### src/rtl/dac_cal_map.vh
`ifndef DAC_CAL_MAP_VH
`define DAC_CAL_MAP_VH
// Notes on behaviour
// [RULE1] channels 0-3 with offset code A form group A, 4-7 with B form group B
// [RULE2] each channel latch holds a 16-bit code that alone sets its output
// [RULE3] output gain six or four chosen by the configuration gain bit
// [RULE4] corrected code = input*(gain+2^15)/2^16 + signed zero, into data register
// [RULE5] write of input, gain or zero with engine on recomputes that channel
// [RULE6] gain coefficient spans 0.5 to 1.5, zero spans -32768 to +32767 LSB
// [RULE7] one correction engine serves all eight channels in turn
// [RULE8] engine enable bit: off passes written input straight to data register
// [RULE9] engine off: gain/zero writes only store, read back unchanged
// [RULE10] single-supply operation holds both group offset converters powered down
// [RULE11] dual-supply offset defaults 39322 (gain six), 43691 (gain four), per group
// [RULE12] reset: gain 32768, zero 0, input 0000h
// [RULE13] format pin: low straight binary, high twos complement, input and offset
// [RULE14] bipolar: binary 8000h zero; twos complement 0000h zero
// [RULE15] unipolar: twos complement 8000h zero output; binary 0000h zero
// [RULE16] gain always straight binary, zero always twos complement
// [RULE17] reads return data in the format they were written
// [RULE18] gain bit change reloads offset codes with new gain defaults
// [RULE19] correction requests queue per channel and are served in order; code keeps one pending bit per channel, served round-robin
// ----------------------------------------
// register map, byte addresses
// ----------------------------------------
`define REG_CONFIG 8'h00
`define REG_STATUS 8'h04
`define REG_OFS_A 8'h08
`define REG_OFS_B 8'h0c
`define REG_INPUT_BASE 8'h20
`define REG_GAIN_BASE 8'h40
`define REG_ZERO_BASE 8'h60
`define REG_DATA_BASE 8'h80
`define CFG_ENG_BIT 0
`define CFG_GAIN4_BIT 1
`define CFG_SINGLE_BIT 2
// ----------------------------------------
// reset values
// ----------------------------------------
`define GAIN_RST 16'h8000
`define ZERO_RST 16'h0000
`define INPUT_RST 16'h0000
`define OFS_DEF_G6 16'h999a
`define OFS_DEF_G4 16'haaab
`define CFG_RST 3'h0
`endif

### src/rtl/dac_calibration_datapath.v
// Decided for this implementation: the Wishbone register port and the register addresses.
`timescale 1ns/1ps
`include "dac_cal_map.vh"
module dac_calibration_datapath (
   input wire clk_i,
   input wire rst_i,
   input wire cyc_i,
   input wire stb_i,
   input wire we_i,
   input wire [7:0] adr_i,
   input wire [3:0] sel_i,
   input wire [31:0] dat_i,
   output reg [31:0] dat_o,
   output reg ack_o,
   input wire data_format_select_pin,
   input wire [2:0] latch_ch_i,
   input wire latch_load_i,
   output reg [15:0] latch_code_o,
   output reg [2:0] latch_ch_o,
   output reg latch_valid_o,
   output reg [15:0] group_offset_code_a_o,
   output reg [15:0] group_offset_code_b_o,
   output reg offset_pd_o,
   output reg gain_sel_o
);
   // ----------------------------------------
   // storage
   // ----------------------------------------
   reg [15:0] input_r [0:7];
   reg [15:0] gain_r [0:7];
   reg [15:0] zero_r [0:7];
   reg [15:0] data_r [0:7];
   reg [15:0] ofs_a_r;
   reg [15:0] ofs_b_r;
   reg [2:0] cfg_r;
   reg [7:0] pend_r;
   reg [0:0] state_r;
   reg [0:0] state_nxt;
   reg [2:0] eng_ch_r;
   reg [2:0] eng_ch_nxt;
   reg [2:0] rr_r;
   reg [2:0] rr_nxt;
   // ----------------------------------------
   // engine states
   // ----------------------------------------
   // a channel slot is two cycles: pick, then store
   localparam [0:0] ENG_IDLE = 1'b0;
   localparam [0:0] ENG_CALC = 1'b1;
   wire busy = state_r == ENG_CALC;
   // ----------------------------------------
   // bus decode
   // ----------------------------------------
   wire req = cyc_i & stb_i & ~ack_o;
   wire wr = req & we_i & sel_i[0] & sel_i[1];
   wire [2:0] ch = adr_i[4:2];
   wire [2:0] region = adr_i[7:5];
   wire hit_in = region == 3'h1;
   wire hit_gn = region == 3'h2;
   wire hit_zr = region == 3'h3;
   wire hit_dt = region == 3'h4;
   wire hit_cfg = adr_i == `REG_CONFIG;
   wire hit_sts = adr_i == `REG_STATUS;
   wire hit_ofa = adr_i == `REG_OFS_A;
   wire hit_ofb = adr_i == `REG_OFS_B;
   // ----------------------------------------
   // configuration fields
   // ----------------------------------------
   wire eng_on = cfg_r[`CFG_ENG_BIT];
   wire gain4 = cfg_r[`CFG_GAIN4_BIT];
   wire single = cfg_r[`CFG_SINGLE_BIT];
   wire fmt = data_format_select_pin;
   wire [15:0] fmt_flip = {fmt, 15'h0000};
   // ----------------------------------------
   // correction engine operands
   // ----------------------------------------
   wire [15:0] op_in = input_r[eng_ch_r];
   wire [15:0] op_gain = gain_r[eng_ch_r];
   wire [15:0] op_zero = zero_r[eng_ch_r];
   // ----------------------------------------
   // correction arithmetic
   // ----------------------------------------
   // input offset to straight binary before the multiply so both formats scale alike
   wire [15:0] in_ub = op_in ^ fmt_flip; // RULE13
   wire [16:0] gfac = {1'b0, op_gain} + 17'h08000; // RULE4 RULE6 RULE16
   wire [32:0] prod = {17'h00000, in_ub} * {16'h0000, gfac};
   // bit 32 of the product is live for gains above one
   wire [16:0] scaled = prod[32:16]; // RULE4
   wire signed [17:0] zero_ext = $signed({{2{op_zero[15]}}, op_zero}); // RULE16
   wire signed [17:0] sum = $signed({1'b0, scaled}) + zero_ext; // RULE4
   // saturate rather than wrap so an overrange zero cannot flip the output
   wire under = sum[17];
   wire over = ~sum[17] & sum[16];
   wire [15:0] sat = under ? 16'h0000 : (over ? 16'hffff : sum[15:0]);
   wire [15:0] eng_res = sat ^ fmt_flip; // RULE13 RULE17
   // ----------------------------------------
   // round-robin pick
   // ----------------------------------------
   // next pending channel after the last served one
   reg [2:0] pick;
   reg found;
   integer k;
   always @* begin
      pick = 3'h0;
      found = 1'b0;
      for (k = 7; k >= 0; k = k - 1) begin
         if (pend_r[(rr_r + k[2:0] + 3'h1) & 3'h7]) begin
            pick = (rr_r + k[2:0] + 3'h1) & 3'h7;
            found = 1'b1;
         end
      end
   end
   // ----------------------------------------
   // engine sequencing, one channel per two cycles
   // ----------------------------------------
   always @* begin
      state_nxt = state_r;
      eng_ch_nxt = eng_ch_r;
      rr_nxt = rr_r;
      case (state_r)
         ENG_IDLE: begin
            if (found & eng_on) begin
               state_nxt = ENG_CALC; // RULE7 RULE19
               eng_ch_nxt = pick;
               rr_nxt = pick;
            end
         end
         ENG_CALC: begin
            state_nxt = ENG_IDLE; // RULE7
         end
         default: begin
            state_nxt = ENG_IDLE;
         end
      endcase
   end
   wire start = (state_r == ENG_IDLE) & found & eng_on;
   always @(posedge clk_i) begin
      if (rst_i) begin
         state_r <= ENG_IDLE;
         eng_ch_r <= 3'h0;
         rr_r <= 3'h7;
      end else begin
         state_r <= state_nxt;
         eng_ch_r <= eng_ch_nxt;
         rr_r <= rr_nxt;
      end
   end
   // ----------------------------------------
   // per-channel registers
   // ----------------------------------------
   genvar g;
   generate
      for (g = 0; g < 8; g = g + 1) begin : chan
         wire sel_ch = wr & (ch == g);
         wire wr_in = sel_ch & hit_in;
         wire wr_gn = sel_ch & hit_gn;
         wire wr_zr = sel_ch & hit_zr;
         wire wr_dt = sel_ch & hit_dt;
         wire done = busy & (eng_ch_r == g);
         wire taken = start & (pick == g);
         wire recalc = eng_on & (wr_in | wr_gn | wr_zr);
         always @(posedge clk_i) begin
            if (rst_i) begin
               input_r[g] <= `INPUT_RST; // RULE12
               gain_r[g] <= `GAIN_RST; // RULE12
               zero_r[g] <= `ZERO_RST; // RULE12
               data_r[g] <= 16'h0000;
               pend_r[g] <= 1'b0;
            end else begin
               if (wr_in) begin
                  input_r[g] <= dat_i[15:0]; // RULE17
               end
               if (wr_gn) begin
                  gain_r[g] <= dat_i[15:0]; // RULE9
               end
               if (wr_zr) begin
                  zero_r[g] <= dat_i[15:0]; // RULE9
               end
               if (wr_in & ~eng_on) begin
                  data_r[g] <= dat_i[15:0]; // RULE8
               end else if (wr_dt & ~eng_on) begin
                  data_r[g] <= dat_i[15:0]; // RULE8
               end else if (done) begin
                  data_r[g] <= eng_res; // RULE4 RULE5
               end
               // a new write while queued or in flight sets again; set wins over clear
               if (recalc) begin
                  pend_r[g] <= 1'b1; // RULE5 RULE19
               end else if (~eng_on) begin
                  pend_r[g] <= 1'b0; // RULE9
               end else if (taken) begin
                  pend_r[g] <= 1'b0; // RULE19
               end
            end
         end
      end
   endgenerate
   // ----------------------------------------
   // configuration register
   // ----------------------------------------
   wire wr_cfg = wr & hit_cfg;
   wire new_g4 = dat_i[`CFG_GAIN4_BIT];
   wire gain_flip = wr_cfg & (new_g4 != gain4);
   always @(posedge clk_i) begin
      if (rst_i) begin
         cfg_r <= `CFG_RST;
      end else if (wr_cfg) begin
         cfg_r <= dat_i[2:0]; // RULE3 RULE8
      end
   end
   // ----------------------------------------
   // offset codes
   // ----------------------------------------
   wire [15:0] ofs_def = new_g4 ? `OFS_DEF_G4 : `OFS_DEF_G6; // RULE11
   // stored as the pin format reads it, so read back matches what a host writes
   wire [15:0] ofs_reload = ofs_def ^ fmt_flip; // RULE13
   wire [15:0] ofs_boot = `OFS_DEF_G6 ^ fmt_flip; // RULE11 RULE13
   always @(posedge clk_i) begin
      if (rst_i) begin
         ofs_a_r <= ofs_boot; // RULE11
         ofs_b_r <= ofs_boot; // RULE1
      end else if (gain_flip) begin
         ofs_a_r <= ofs_reload; // RULE18
         ofs_b_r <= ofs_reload; // RULE18 RULE1
      end else begin
         if (wr & hit_ofa) begin
            ofs_a_r <= dat_i[15:0];
         end
         if (wr & hit_ofb) begin
            ofs_b_r <= dat_i[15:0];
         end
      end
   end
   // ----------------------------------------
   // read mux
   // ----------------------------------------
   reg [31:0] rd;
   always @* begin
      rd = 32'h00000000;
      case (region)
         3'h0: begin
            if (hit_cfg) begin
               rd = {29'h0, cfg_r};
            end else if (hit_sts) begin
               rd = {23'h0, busy, pend_r};
            end else if (hit_ofa) begin
               rd = {16'h0000, ofs_a_r}; // RULE17
            end else if (hit_ofb) begin
               rd = {16'h0000, ofs_b_r}; // RULE17
            end
         end
         3'h1: begin
            rd = {16'h0000, input_r[ch]}; // RULE17
         end
         3'h2: begin
            rd = {16'h0000, gain_r[ch]}; // RULE9 RULE16
         end
         3'h3: begin
            rd = {16'h0000, zero_r[ch]}; // RULE9 RULE16
         end
         3'h4: begin
            rd = {16'h0000, data_r[ch]};
         end
         default: begin
            rd = 32'h00000000;
         end
      endcase
   end
   // ----------------------------------------
   // bus answer
   // ----------------------------------------
   always @(posedge clk_i) begin
      if (rst_i) begin
         ack_o <= 1'b0;
         dat_o <= 32'h00000000;
      end else begin
         // ack blocks its own request, so every access is exactly one pulse
         ack_o <= req;
         if (req) begin
            dat_o <= rd;
         end else begin
            dat_o <= 32'h00000000;
         end
      end
   end
   // ----------------------------------------
   // converter latch
   // ----------------------------------------
   // latch is loaded by the external load strobe only; the code alone sets the level
   always @(posedge clk_i) begin
      if (rst_i) begin
         latch_code_o <= 16'h0000;
         latch_ch_o <= 3'h0;
         latch_valid_o <= 1'b0;
      end else begin
         latch_valid_o <= latch_load_i;
         latch_ch_o <= latch_ch_i; // RULE1
         if (latch_load_i) begin
            latch_code_o <= data_r[latch_ch_i]; // RULE2 RULE14 RULE15
         end
      end
   end
   // ----------------------------------------
   // offset converter outputs
   // ----------------------------------------
   wire [15:0] ofs_a_out = single ? 16'h0000 : ofs_a_r; // RULE10
   wire [15:0] ofs_b_out = single ? 16'h0000 : ofs_b_r; // RULE10
   always @(posedge clk_i) begin
      if (rst_i) begin
         group_offset_code_a_o <= 16'h0000;
         group_offset_code_b_o <= 16'h0000;
         offset_pd_o <= 1'b0;
         gain_sel_o <= 1'b0;
      end else begin
         offset_pd_o <= single; // RULE10
         group_offset_code_a_o <= ofs_a_out;
         group_offset_code_b_o <= ofs_b_out;
         gain_sel_o <= gain4; // RULE3
      end
   end
endmodule

### config.mk
export PLATFORM = sky130hd
export DESIGN_NAME = dac_calibration_datapath
export DESIGN_NICKNAME = d
export VERILOG_FILES = /design/src/rtl/dac_calibration_datapath.v
export VERILOG_INCLUDE_DIRS = /design/src /design/src/rtl
export SDC_FILE = /design/constraint.sdc
export NUM_CORES = 2
export LEC_CHECK = 0
export BUFFER_PORTS_ARGS = -buffer_cell sky130_fd_sc_hd__buf_2
export CORE_ASPECT_RATIO = 1.4
export CORE_UTILIZATION = 25
export DETAILED_ROUTE_END_ITERATION = 8
export HOLD_SLACK_MARGIN = 0.05
export PLACE_DENSITY = 0.36
export RECOVER_POWER = 25
export SLEW_MARGIN = 20
export SYNTH_ARGS = -nofsm -noshare
export SYNTH_HDL_FRONTEND = slang
export SYNTH_SLANG_ARGS = --single-unit
export TNS_END_PERCENT = 10
### constraint.sdc
create_clock -name clk_i -period 24.3 [get_ports clk_i]
set_clock_uncertainty 0.1 [all_clocks]
set_input_delay 4.86 -clock clk_i [delete_from_list [all_inputs] [get_ports clk_i]]
set_output_delay 4.86 -clock clk_i [all_outputs]
set_load 0.01 [all_outputs]
==> metrics <==
outcome=complete, but fails checks; failing checks=max-capacitance violations, max-slew violations; routed len/inst=roughly 28 um; Worst Path Arrival=14.38 ns; min Tclk post-route=between 10 and 15 ns; iteration count of the initial detailed-routing pass=5; Req. time, crit path=24.57 ns; crit path kind=input pin to flip-flop; CTS sink cnt=636; CP delay by family, top=adder cells; first-pass GRT wire length=234400 um; Tcrit/Tclk final=a little under 60%; ys async rst share=0%; Synthesis Warnings=0; Crit path top cell by count=fa_1; VDD IR max=122.4 uV; 1st-iter DRT viols=1767; Post-DP Area=0.04562 sq mm; Inserted Clock Buffers=66; Cells after DPL=~5800; Worst-path clk slew=0.06 ns; Vias/cell=4.783; Post-CTS Setup Inserts=0; total power=4.117 mW; WP buf/inv=6; Hold WS=0.3850 ns; slack of the critical path=roughly 10 ns; worst-path maximum fanout=10; commonest cells after routing, fill and taps aside=edfxtp_1, and2_1, nand2_1, mux4_2, inv_1; CTS tree=done; critical path's largest stage delay=0.93 ns; clock buffer depth=3; top cell type's share of synthesized area=37.34%; Leak Pwr=roughly 18 nW; Power Density=between 80 and 90 mW/mm^2; Routability Congestion=0.8149; Seq cells post-synth=636; Detail Route Antenna Nets=0; final setup fails=0; clk_lat worst skew=0.67 ns; fin cells=5898; # DRC=0; Netlist cell types=approximately 80; nets@finish=3971; largest area contributor in the netlist=edfxtp_1; Slew @ Worst Pin=3.846 ns; CP Launch Type=input pin; synth top area cells=edfxtp_1, mux4_2, fa_1; core area=0.1684 sq mm; proportion of layout cells with a drive suffix above 1=17.17%; PortBufs=106; Die Span Y=489.6 um; GR Util All Layers=19.53%; Synth Cell Area=between 0.04 and 0.05 sq mm; f_max=slightly above 70 MHz; setup_tns=0 ns; final instance area=approximately 0.048 sq mm; Post-Syn Area per Cell=11.87 sq um; largest net degree at the start of global routing=62; worst hold path type=flip-flop to flip-flop; Resized cells post-CTS=0; Starting Density=25.22%; Post-CTS Hold Buffers=0; die area=0.1715 sq mm; Worst setup EP type=flip-flop; grt ovf=0; register area share after synthesis=42.43%; leading cell type in the layout, fill and taps excluded=edfxtp_1; Post-Place Setup Slack=9.583 ns; final core occ=28.29%; die width=350.3 um; Via Count=28209; EDFF count, synth=528; gate count of the mapped netlist=3578; vias in the first global route=30010; CTS root buf=clkbuf_16; WL final=166000 um; hold violation total from the final report=0; post-DP HPWL=115000 um; Worst path slowest cell=xnor2_1; main flop type after synthesis=edfxtp_1; fin. max-slew vios=180; CTS HTree Levels=3; initial antenna violation count=5; P&R area growth vs syn=12.17%; unrepaired setup endpoints after global routing=false; site row count=178; max_cap viols=6; Top Ports=141; Slew HR=-159.1%
==> routing by layer <==
metal  up-vias  share of wire [%]  track usage, %
li1      12583                  -               -
met1     14822                 39           23.14
met2       589                 53           36.28
met3       215                3.3           1.796
met4         0                3.9           7.120
met5         -                  0               0
==> Yosys cell counts, drive strengths merged, types with 7 or more instances <==
library cell	number
a22o	7
and2	421
o22ai	16
mux2	68
nor2b	25
nand2	365
clkbuf	206
inv	267
xnor2	25
nor2	267
o21ai	167
o211ai	15
mux4	275
buf	68
o21bai	25
edfxtp	528
or3	17
xor2	13
mux2i	88
a22oi	18
a21o	18
dfxtp	108
fa	208
nor3	13
ha	119
a21oi	71
or2	25
a211oi	24
nand2b	16
nand3	22
==> cell type report <==
| type | instances | area [sq um] |
|---|---|---|
| antenna | 7 | 17.52 |
| clock buffer | 85 | 1817 |
| clock inverter | 34 | 321.6 |
| fill | 17562 | 120700 |
| inverter | 267 | 1002 |
| multi-input combinational | 2419 | 22510 |
| sequential | 636 | 18030 |
| tap | 2250 | 2815 |
| timing repair buffer | 200 | 1117 |
==> flip-flops by register name (all words and copies together), names as in the netlist, 3 cells and up, named ones only <==
register,count
group_offset_code_a_o,16
cfg_r,3
data_r,128
eng_ch_r,3
latch_code_o,16
group_offset_code_b_o,16
ofs_b_r,16
gain_r,128
rr_r,3
input_r,128
ofs_a_r,16
dat_o,16
pend_r,8
latch_ch_o,3
zero_r,128
==> worst paths after layout <==
kind | start | endpoint | slack (ns) | cells after the start
hold / removal | latch_code_o[0] | latch_code_o[0] | 0.39 | 2
setup reg to reg | flip-flop | data_r[4][15] | 11.42 | 37
hold reg to reg | latch_code_o[0] | latch_code_o[0] | 0.39 | 2
setup / recovery | data_format_select_pin | data_r[4][15] | 10.19 | 34
==> power breakdown <==
group | switching (mW) | leakage, nW | internal, mW
Sequential | 0.0185 | 6.23 | 1.22
Clock | 0.477 | 1.05 | 0.594
Combinational | 1.28 | 10.4 | 0.535
==> tightest hold or removal path: cells and delay by family, from the launching register on <==
| kind | cells | cell delay (ns) |
|---|---|---|
| simple gates | 1 | 0.08 |
| compound gates | 1 | 0.05 |
| flops | 1 | 0.31 |
==> cells by family after synthesis <==
| family | share of synthesized area, % |
|---|---|
| multiplexers | 18.47 |
| XOR/XNOR | 0.8398 |
| buffers and inverters | 5.060 |
| adder cells (fa/ha/maj) | 13.31 |
| AO/OA/AOI/OAI | 5.935 |
| other | 0.008832 |
| flip-flops | 42.43 |
| AND/OR/NAND/NOR | 13.94 |
(Power assumes the default switching activity.)
